--- src/include/cwf_pkg.sv ---
// package: constants, timing counts and types of the wake and fail-safe controller
package cwf_pkg;

	// local timing clock
	localparam int unsigned T_CLK_NS       = 100;      // 10 MHz clock period

	// documented times, in ns
	localparam int unsigned T_WAKE_DOM_NS  = 500;      // least dominant phase of wake pattern
	localparam int unsigned T_WAKE_REC_NS  = 500;      // least recessive phase of wake pattern
	localparam int unsigned T_WAKE_TO_NS   = 1000000;  // longest time for the whole pattern
	localparam int unsigned T_STARTUP_NS   = 10000;    // receive path start-up after wake
	localparam int unsigned T_LPF_NS       = 300;      // low-power receiver filter time
	localparam int unsigned T_DOM_TO_NS    = 2000000;  // transmit dominant timeout
	localparam int unsigned T_UV_DET_NS    = 10000;    // standby undervoltage detect time
	localparam int unsigned T_SWOFF_NS     = 10000;    // switch-off undervoltage detect time
	localparam int unsigned T_STB_FLT_NS   = 1000;     // standby-select filter time

	// cycle counts: least times round up, longest times round down
	localparam int unsigned C_WAKE_DOM = (T_WAKE_DOM_NS + T_CLK_NS - 1) / T_CLK_NS;
	localparam int unsigned C_WAKE_REC = (T_WAKE_REC_NS + T_CLK_NS - 1) / T_CLK_NS;
	localparam int unsigned C_WAKE_TO  = T_WAKE_TO_NS / T_CLK_NS;
	localparam int unsigned C_STARTUP  = (T_STARTUP_NS + T_CLK_NS - 1) / T_CLK_NS;
	localparam int unsigned C_LPF      = (T_LPF_NS + T_CLK_NS - 1) / T_CLK_NS;
	localparam int unsigned C_DOM_TO   = T_DOM_TO_NS / T_CLK_NS;
	localparam int unsigned C_UV_DET   = (T_UV_DET_NS + T_CLK_NS - 1) / T_CLK_NS;
	localparam int unsigned C_SWOFF    = (T_SWOFF_NS + T_CLK_NS - 1) / T_CLK_NS;
	localparam int unsigned C_STB_FLT  = (T_STB_FLT_NS + T_CLK_NS - 1) / T_CLK_NS;

	// counter width
	localparam int unsigned CW = 16;

	// register byte offsets
	localparam logic [7:0] REG_STATUS = 8'h00;  // sticky events, write one to clear
	localparam logic [7:0] REG_MASK   = 8'h04;  // interrupt mask
	localparam logic [7:0] REG_STATE  = 8'h08;  // live state, read only
	localparam logic [7:0] REG_CTRL   = 8'h0c;  // control bits

	// reset values
	localparam logic [4:0] MASK_RST = 5'h00;
	localparam logic [1:0] CTRL_RST = 2'h1;

	// control bit positions
	localparam int unsigned CTRL_WAKE_EN = 0;  // enable bus wake detector
	localparam int unsigned CTRL_TX_OFF  = 1;  // force transmitter off

	// event bit positions
	localparam int unsigned EV_WAKE  = 0;
	localparam int unsigned EV_TXTO  = 1;
	localparam int unsigned EV_OT    = 2;
	localparam int unsigned EV_UV    = 3;
	localparam int unsigned EV_SWOFF = 4;

	// synchronised pin positions
	localparam int unsigned P_TXD  = 0;  // transmit input
	localparam int unsigned P_STB  = 1;  // standby-select input
	localparam int unsigned P_BUS  = 2;  // bus level, low is dominant
	localparam int unsigned P_TXF  = 3;  // transmit input floating
	localparam int unsigned P_STBF = 4;  // standby-select floating
	localparam int unsigned NPIN   = 5;

	// operating modes
	typedef enum logic [1:0] {
		M_OFF  = 2'b00,
		M_STBY = 2'b01,
		M_NORM = 2'b10
	} cwf_mode_t;

	// wake pattern detector states
	typedef enum logic [1:0] {
		W_IDLE = 2'b00,
		W_REC  = 2'b01,
		W_DOM2 = 2'b10
	} cwf_wake_t;

	// whole module state
	typedef struct packed {
		logic [NPIN-1:0] s1;       // synchroniser stage one
		logic [NPIN-1:0] s2;       // synchroniser stage two
		logic [NPIN-1:0] s3;       // synchroniser stage three
		logic [NPIN-1:0] pin;      // agreed pin levels
		cwf_mode_t       mode;     // operating mode
		cwf_wake_t       wst;      // wake detector state
		logic            bus_lp;   // low-power filtered bus level
		logic [CW-1:0]   lp_cnt;   // bus filter counter
		logic [CW-1:0]   run_cnt;  // length of current filtered level
		logic [CW-1:0]   win_cnt;  // wake window counter
		logic [CW-1:0]   su_cnt;   // start-up counter after wake
		logic [CW-1:0]   txd_cnt;  // transmit low counter
		logic [CW-1:0]   stb_cnt;  // standby-select filter counter
		logic [CW-1:0]   uv_cnt;   // standby undervoltage counter
		logic [CW-1:0]   sw_cnt;   // switch-off undervoltage counter
		logic            stb_f;    // filtered standby-select
		logic            ot_lock;  // drivers held off by overtemperature
		logic            wake;     // wake-up event flagged
		logic [3:0]      evp;      // previous event levels
		logic [4:0]      sts;      // sticky status
		logic [4:0]      mask;     // interrupt mask
		logic [1:0]      ctrl;     // control bits
		logic            ack;      // bus acknowledge
		logic [31:0]     dat;      // bus read data
		logic            rxd;      // receive output
		logic            drv_en;   // transmitter enabled
		logic            tx;       // driving dominant
	} cwf_state_t;

endpackage

--- src/core/cwf_can_wake_failsafe_ctrl.sv ---
// CAN transceiver wake-up detector and fail-safe control with a Wishbone register port
`timescale 1ns/1ps
`default_nettype none

module cwf_can_wake_failsafe_ctrl
	import cwf_pkg::*;
#(
	parameter int unsigned K_WAKE_DOM = C_WAKE_DOM,
	parameter int unsigned K_WAKE_REC = C_WAKE_REC,
	parameter int unsigned K_WAKE_TO  = C_WAKE_TO,
	parameter int unsigned K_STARTUP  = C_STARTUP,
	parameter int unsigned K_LPF      = C_LPF,
	parameter int unsigned K_DOM_TO   = C_DOM_TO,
	parameter int unsigned K_UV_DET   = C_UV_DET,
	parameter int unsigned K_SWOFF    = C_SWOFF,
	parameter int unsigned K_STB_FLT  = C_STB_FLT
) (
	// clock and reset
	input  wire logic        clk_i,
	input  wire logic        rst_i,
	// host side pins
	input  wire logic        txd_i,
	input  wire logic        txd_float_i,
	input  wire logic        stb_sel_i,
	input  wire logic        stb_float_i,
	output var  logic        rxd_o,
	// bus side
	input  wire logic        bus_rx_i,
	output var  logic        bus_tx_o,
	output var  logic        tx_drv_en_o,
	// comparator flags, synchronous
	input  wire logic        vcc_uv_i,
	input  wire logic        swoff_uv_i,
	input  wire logic        ot_sd_i,
	input  wire logic        ot_rel_i,
	// status
	output var  logic [1:0]  mode_o,
	output var  logic        irq_o,
	// wishbone slave
	input  wire logic        wb_cyc_i,
	input  wire logic        wb_stb_i,
	input  wire logic        wb_we_i,
	input  wire logic [7:0]  wb_adr_i,
	input  wire logic [3:0]  wb_sel_i,
	input  wire logic [31:0] wb_dat_i,
	output var  logic [31:0] wb_dat_o,
	output var  logic        wb_ack_o
);

	// timing counts at counter width
	localparam logic [CW-1:0] KD  = CW'(K_WAKE_DOM);
	localparam logic [CW-1:0] KR  = CW'(K_WAKE_REC);
	localparam logic [CW-1:0] KW  = CW'(K_WAKE_TO);
	localparam logic [CW-1:0] KS  = CW'(K_STARTUP);
	localparam logic [CW-1:0] KL  = CW'(K_LPF);
	localparam logic [CW-1:0] KT  = CW'(K_DOM_TO);
	localparam logic [CW-1:0] KU  = CW'(K_UV_DET);
	localparam logic [CW-1:0] KO  = CW'(K_SWOFF);
	localparam logic [CW-1:0] KF  = CW'(K_STB_FLT);
	localparam logic [CW-1:0] ONE = CW'(1);

	cwf_state_t st_q;  // registered state
	cwf_state_t st_d;  // next state

	logic [NPIN-1:0] raw;     // raw pin vector
	logic            txd;     // effective transmit level
	logic            stb;     // effective select level
	logic            uv_f;    // standby undervoltage detected
	logic            sw_f;    // switch-off undervoltage detected
	logic            txto;    // dominant timeout expired
	logic            armed;   // wake detector may run
	logic            hit;     // new bus request
	logic [4:0]      ev;      // event pulses
	logic [4:0]      w1c;     // status bits to clear

	// saturating increment
	function automatic logic [CW-1:0] sat_inc(input logic [CW-1:0] c);
		return (&c) ? c : c + ONE;
	endfunction

	// register address match, upper bits must be zero
	function automatic logic is_reg(input logic [7:0] a, input logic [7:0] off);
		return a[7:2] == off[7:2];
	endfunction

	// gather pins into the synchroniser vector
	always_comb begin
		raw         = '0;
		raw[P_TXD]  = txd_i;
		raw[P_STB]  = stb_sel_i;
		raw[P_BUS]  = bus_rx_i;
		raw[P_TXF]  = txd_float_i;
		raw[P_STBF] = stb_float_i;
	end

	// next state
	always_comb begin
		st_d    = st_q;
		// three-stage synchroniser, accept when stages two and three agree
		st_d.s1 = raw;
		st_d.s2 = st_q.s1;
		st_d.s3 = st_q.s2;
		for (int i = 0; i < NPIN; i++) begin
			if (st_q.s2[i] == st_q.s3[i]) begin
				st_d.pin[i] = st_q.s3[i];
			end
		end
		// a floating input reads high
		txd = st_q.pin[P_TXD] | st_q.pin[P_TXF];
		stb = st_q.pin[P_STB] | st_q.pin[P_STBF];

		// select filter: accept only after a steady new level
		if (stb == st_q.stb_f) begin
			st_d.stb_cnt = '0;
		end else if (st_q.stb_cnt >= KF - ONE) begin
			st_d.stb_f   = stb;
			st_d.stb_cnt = '0;
		end else begin
			st_d.stb_cnt = st_q.stb_cnt + ONE;
		end

		// undervoltage hold counters
		st_d.uv_cnt = vcc_uv_i ? sat_inc(st_q.uv_cnt) : '0;
		st_d.sw_cnt = swoff_uv_i ? sat_inc(st_q.sw_cnt) : '0;
		uv_f        = st_q.uv_cnt >= KU;
		sw_f        = st_q.sw_cnt >= KO;

		// mode selection, supply faults first
		if (sw_f) begin
			st_d.mode = M_OFF;
		end else if (uv_f) begin
			st_d.mode = M_STBY;
		end else begin
			st_d.mode = st_q.stb_f ? M_STBY : M_NORM;
		end

		// dominant timeout timer
		st_d.txd_cnt = txd ? '0 : sat_inc(st_q.txd_cnt);
		txto         = st_q.txd_cnt > KT;

		// overtemperature lock and gated release
		if (ot_sd_i) begin
			st_d.ot_lock = 1'b1;
		end else if (ot_rel_i && txd && st_q.mode == M_NORM) begin
			st_d.ot_lock = 1'b0;
		end

		// low-power bus filter and run length of the filtered level
		st_d.run_cnt = sat_inc(st_q.run_cnt);
		if (st_q.pin[P_BUS] == st_q.bus_lp) begin
			st_d.lp_cnt = '0;
		end else if (st_q.lp_cnt >= KL - ONE) begin
			st_d.bus_lp  = st_q.pin[P_BUS];
			st_d.lp_cnt  = '0;
			st_d.run_cnt = '0;
		end else begin
			st_d.lp_cnt = st_q.lp_cnt + ONE;
		end

		// wake pattern detector
		armed        = st_q.mode == M_STBY && st_q.ctrl[CTRL_WAKE_EN] && !st_q.wake;
		st_d.win_cnt = (st_q.wst == W_IDLE) ? KD : sat_inc(st_q.win_cnt);
		ev           = '0;
		if (!armed) begin
			st_d.wst = W_IDLE;
		end else if (st_q.wst != W_IDLE && st_q.win_cnt >= KW) begin
			st_d.wst = W_IDLE;
		end else begin
			case (st_q.wst)
				// first dominant phase long enough
				W_IDLE: begin
					if (!st_q.bus_lp && st_q.run_cnt >= KD) begin
						st_d.wst = W_REC;
					end
				end
				// recessive phase long enough, short dominants ignored
				W_REC: begin
					if (st_q.bus_lp && st_q.run_cnt >= KR) begin
						st_d.wst = W_DOM2;
					end
				end
				// second dominant phase completes the pattern
				W_DOM2: begin
					if (!st_q.bus_lp && st_q.run_cnt >= KD) begin
						st_d.wst      = W_IDLE;
						st_d.wake     = 1'b1;
						ev[EV_WAKE]   = 1'b1;
					end
				end
				default: begin
					st_d.wst = W_IDLE;
				end
			endcase
		end
		// wake flag ends when Standby is left
		if (st_q.mode != M_STBY) begin
			st_d.wake = 1'b0;
		end
		st_d.su_cnt = st_q.wake ? sat_inc(st_q.su_cnt) : '0;

		// receive output
		if (st_q.mode == M_NORM) begin
			st_d.rxd = st_q.pin[P_BUS];
		end else if (st_q.mode == M_STBY && st_q.wake && st_q.su_cnt >= KS) begin
			st_d.rxd = st_q.bus_lp;
		end else begin
			st_d.rxd = 1'b1;
		end

		// transmitter enable and drive
		st_d.drv_en = st_q.mode == M_NORM && !txto && !st_q.ot_lock && !ot_sd_i
			&& !st_q.ctrl[CTRL_TX_OFF];
		st_d.tx     = st_d.drv_en && !txd;

		// rising edges of fault levels become events
		ev[EV_TXTO]  = txto & ~st_q.evp[0];
		ev[EV_OT]    = st_q.ot_lock & ~st_q.evp[1];
		ev[EV_UV]    = uv_f & ~st_q.evp[2];
		ev[EV_SWOFF] = sw_f & ~st_q.evp[3];
		st_d.evp     = {sw_f, uv_f, st_q.ot_lock, txto};

		// bus slave: one wait state, ack for one cycle
		hit         = wb_cyc_i && wb_stb_i && !st_q.ack;
		st_d.ack    = hit;
		st_d.dat    = '0;
		w1c         = '0;
		// a write lands at the edge where the master samples ack, while it still holds the request
		if (wb_cyc_i && wb_stb_i && st_q.ack && wb_we_i && wb_sel_i[0]) begin
			if (is_reg(wb_adr_i, REG_STATUS)) begin
				w1c = wb_dat_i[4:0];
			end else if (is_reg(wb_adr_i, REG_MASK)) begin
				st_d.mask = wb_dat_i[4:0];
			end else if (is_reg(wb_adr_i, REG_CTRL)) begin
				st_d.ctrl = wb_dat_i[1:0];
			end
		end else if (hit && !wb_we_i) begin
			if (is_reg(wb_adr_i, REG_STATUS)) begin
				st_d.dat[4:0] = st_q.sts;
			end else if (is_reg(wb_adr_i, REG_MASK)) begin
				st_d.dat[4:0] = st_q.mask;
			end else if (is_reg(wb_adr_i, REG_STATE)) begin
				st_d.dat[9:0] = {st_q.wst, st_q.stb_f, sw_f, uv_f, st_q.ot_lock,
					txto, st_q.wake, st_q.mode};
			end else if (is_reg(wb_adr_i, REG_CTRL)) begin
				st_d.dat[1:0] = st_q.ctrl;
			end
		end
		// a new event beats a clear in the same cycle
		st_d.sts = (st_q.sts & ~w1c) | ev;
	end

	// state register
	always_ff @(posedge clk_i) begin
		if (rst_i) begin
			st_q        <= '0;
			st_q.s1     <= '1;
			st_q.s2     <= '1;
			st_q.s3     <= '1;
			st_q.pin    <= '1;
			st_q.stb_f  <= 1'b1;
			st_q.bus_lp <= 1'b1;
			st_q.rxd    <= 1'b1;
			st_q.mask   <= MASK_RST;
			st_q.ctrl   <= CTRL_RST;
		end else begin
			st_q <= st_d;
		end
	end

	// outputs
	assign rxd_o       = st_q.rxd;
	assign bus_tx_o    = st_q.tx;
	assign tx_drv_en_o = st_q.drv_en;
	assign mode_o      = st_q.mode;
	assign irq_o       = |(st_q.sts & st_q.mask);
	assign wb_dat_o    = st_q.dat;
	assign wb_ack_o    = st_q.ack;
endmodule

`default_nettype wire

--- config.mk ---
export PLATFORM = sky130hd
export DESIGN_NAME = cwf_can_wake_failsafe_ctrl
export DESIGN_NICKNAME = d
export VERILOG_FILES = /design/src/include/cwf_pkg.sv /design/src/core/cwf_can_wake_failsafe_ctrl.sv
export SDC_FILE = /design/constraint.sdc
export NUM_CORES = 1
export LEC_CHECK = 0
export BUFFER_PORTS_ARGS = -buffer_cell sky130_fd_sc_hd__buf_2
export CORE_ASPECT_RATIO = 1.1
export CORE_UTILIZATION = 59
export CTS_CLUSTER_DIAMETER = 60
export CTS_CLUSTER_SIZE = 40
export DETAILED_ROUTE_END_ITERATION = 12
export PLACE_DENSITY = 0.82
export SLEW_MARGIN = 10
export SYNTH_ARGS = -nofsm -noshare
export SYNTH_HDL_FRONTEND = slang
export SYNTH_SLANG_ARGS = --single-unit
--- constraint.sdc ---
create_clock -name clk_i -period 2.2 [get_ports clk_i]
set_input_delay 0.11 -clock clk_i [delete_from_list [all_inputs] [get_ports clk_i]]
set_output_delay 0.11 -clock clk_i [all_outputs]
set_load 0.01 [all_outputs]
==> flow_summary.toml <==
[clock_network]
cts.sink_count = 186
cts_max_level = 4
clkSlewWorstSetupHoldPaths_ns = 0.06
clock_tree.buffer_depth = 2
cts_inserted_buffers = 17
cell_chosen_for_the_clock_root = "clkbuf_16"
insertion_delay_ns = 0.43
tritoncts = "yes"

[synthesis]
synth.mux.area_fraction_pct = 3.28
synthCells = 982
synth_area_per_cell_um2 = 8.78
syn_warnings = 0
async_flop_share_pct = 0
synth_fa_ha_area_share_pct = 2.61
post_synth_and_or_nand_nor_area_fraction_pct = 27.9
yosys_most_used_dff = "dfxtp_1"
synth-compound-area-share_pct = 15.6
syn-cell-area_um2 = 8620
netlist-cell-type-count = 68
synth_edf_count = 0
ys_seq_elements = 186
main_combinational_cell_family_by_area_after_synthesis = "simple AND/OR/NAND/NOR gates"
portion_of_the_post_synthesis_area_used_by_sequential_elements_pct = 43.2
post_synth_xor_area_fraction_pct = 0.813

[die]
die_width_um = 117
std_cell_rows = 45
design.core.area_um2 = 14000
initial_core_util_pct = 61.5
die_h_um = 129
full_die_area_um2 = 15100
io_pins = 97

[layout]
final_design_area_no_fill_um2 = 9700
fillerInstances = 1048
post_route_cells_drive_above_1_share_pct = 12.9
finalNonFillerCells = 1247
nets = 1121
flow.area_growth_from_synthesis_pct = 12.6

[global_route]
wire_length_of_the_first_global_routing_pass_um = 30000
first_global_vias = 6598
largest_net_degree_at_the_start_of_global_routing = 35
grt_overflow_total = 0
grt_use_total_pct = 25.0
antenna_found_initial = 1

[sta]
timing_max_transition_violations_final = 0
final_clock_skew_ns = 0.00642
rsz0062_at_grt = "no"
relSlewSlack_pct = 52.8
final.setup.tns_ns = 0
max_clock_freq_mhz = 499
timing.final.hold_violations = 0
timing_worst_slew_pin_value_ns = 0.704
final-setup-viol-count = 0
final.setup.worst_slack_ns = 0.197
finalCritPeriodShare_pct = 91.0
crit_path_time_final_ns = 2.00

[critical_path]
cp-start-kind = "flop"
critPathMaxStageDelay_ns = 0.48
critPathTopFamily = "compound AO/OA/AOI/OAI gates"
cells_along_the_critical_path = "inv_1, ha_1, nor2b_1, o211ai_1, o211ai_1, a2111oi_1"
critPathSlowestCell = "a2111oi_1"
worstPathArrival_ns = 2.30
cp_num_buf_inv = 1
path_common_cell = "o211ai_1"
worst-setup-path-type = "flop to flop"
endpoint_type_of_the_worst_setup_path = "flop"
worst-endpoint-required_ns = 2.50
worst-path-max-fanout = 5

[hold_path]
min-delay-path-class = "primary input to flop"

[detailed_routing]
drc = 0
drc_violation_total_after_the_first_tritonroute_iteration = 618
avgViaCountPerCell = 5.87
drt-wirelength-per-cell_um = 14.4
detail_route.first_pass.iterations = 5
detail-route-antenna-nets = 0
routed_wl_um = 17900
via_count = 7325

[power_and_ir_drop]
power.ir.vdd_worst_mv = 0.576
power.density_nw_per_um2 = 701
leakage_uw = 0.00362

[placed_design]
buffer_ports.inserted = 42
dpl.hpwl_um = 12300
detailedPlace.worstSlack_ns = 0.315
place_congestion = 0.914
placed_area_um2 = 8960
post-place-cells = 1202

[status]
run_status = "complete, no violations"

[run]
max-cap-violations = 0
[area by class of cell]
class,count,area [um2],share of cell area [%]
repair buffers,73,470,4.85
flip-flops and latches,186,3720,38.4
well taps,188,235,2.42
multi-input cells,731,4520,46.6
clock inverters,12,146,1.51
inverters,36,135,1.39
clock buffers,20,467,4.81
diodes,1,2.50,0.0258
[synth_stat cells, types with 6 or more instances]
cell      number  area (um2)
nor4_1        30         188
and3_1        23         144
buf_4         35         263
mux2i_1       26         260
nor2b_1       11        68.8
nor3_1        33         165
nand3_1       38         190
a211oi_1      10        75.1
inv_1         36         135
o31ai_1       13        97.6
nand2_1       73         274
nor2_1        55         206
nor3b_1        7        52.6
clkbuf_1      29         109
a21oi_1       62         310
and4_1        13         114
or3_1         22         138
nand2b_1      13        81.3
buf_2          8        40.0
or4_1         12        90.1
a2111o_1       8        90.1
o21ai_0       46         230
xnor2_1        8        70.1
ha_1          18         225
o211ai_1      11        82.6
and2_1        12        75.1
dfxtp_1      186        3720
a31oi_1       10        62.6
or2_2         26         163
a211o_1        6        52.6
o21bai_1       7        52.6
nand4_1       32         200
[cells in the final DEF (no fill, tap or decap), drive strengths merged, types with 14 or more instances in the layout]
master  instances
o21ai          47
ha             18
dfxtp         186
mux2i          26
conb           47
nor2           55
and3           23
or2            26
nor3           33
and4           14
inv            36
clkbuf         20
a21oi          62
or4            14
nand4          33
nand2          74
or3            24
nor4           32
buf            62
nand3          39
[final timing paths]
| check | cells after the start | startpoint | to | slack [ns] |
|---|---|---|---|---|
| setup reg to reg | 6 | st_q[151]$_SDFF_PP0_ | st_q[52]$_SDFFE_PP0P_ | 0.20 |
| setup / recovery | 6 | st_q[151]$_SDFF_PP0_ | st_q[52]$_SDFFE_PP0P_ | 0.20 |
| hold / removal | 2 | wb_adr_i[2] | wb_dat_o[0]$_SDFF_PP0_ | 0.04 |
| hold reg to reg | 1 | st_q[51]$_SDFF_PP0_ | st_q[47]$_SDFF_PP0_ | 0.41 |
[registers in the layout (all words and copies together) (netlist names)]
signal       cells
mode_o           2
bus_tx_o         1
wb_dat_o        10
rxd_o            1
st_q           159
st_d            11
tx_drv_en_o      1
wb_ack_o         1
[routing by layer]
metal | wire length, um | GRT usage, %
met2 | 8750 | 41.4
met1 | 7930 | 31.2
met3 | 833 | 5.04
met4 | 427 | 11.1
met5 | 0 | 0
[report_power, final]
part | internal [uW] | leakage [uW] | switching, uW | total (uW)
logic | 85.3 | 0.00181 | 122 | 207
registers | 3420 | 0.00151 | 32.8 | 3450
clock network | 1870 | 0.000298 | 1280 | 3140
[what timing repair did]
item	CTS	global route
endpoints found under the setup margin	0	1
resized for setup	0	1
endpoints found under the hold margin	18	0
hold buffers	11	0
setup buffers	0	1
[through the flow]
step	hold WS (ns)	util (%)	total power (uW)
final	0.0439	69.2	6800
after floorplan	0.214	-	3680
after global placement	0.294	63.9	3700
after detailed placement	0.296	63.9	3710
after CTS	0.0290	69.1	6840
after global routing	0.0625	69.2	7030
[logic make-up (layout without fill, tap and decap cells)]
family | count (synthesis) | count (layout)
AO/OA/AOI/OAI | 205 | 205
XOR/XNOR | 8 | 8
adder cells (fa/ha/maj) | 18 | 18
buffers and inverters | 111 | 141
flip-flops | 186 | 186
multiplexers | 27 | 27
other | 1 | 48
AND/OR/NAND/NOR | 426 | 426
[worst reg2reg max path, stage by stage, from the launching register on]
cell	delay, ns
dfxtp_1	0.42
inv_1	0.10
ha_1	0.20
nor2b_1	0.12
o211ai_1	0.33
o211ai_1	0.22
a2111oi_1	0.48
Note: power is estimated with default switching activity, not from simulation.
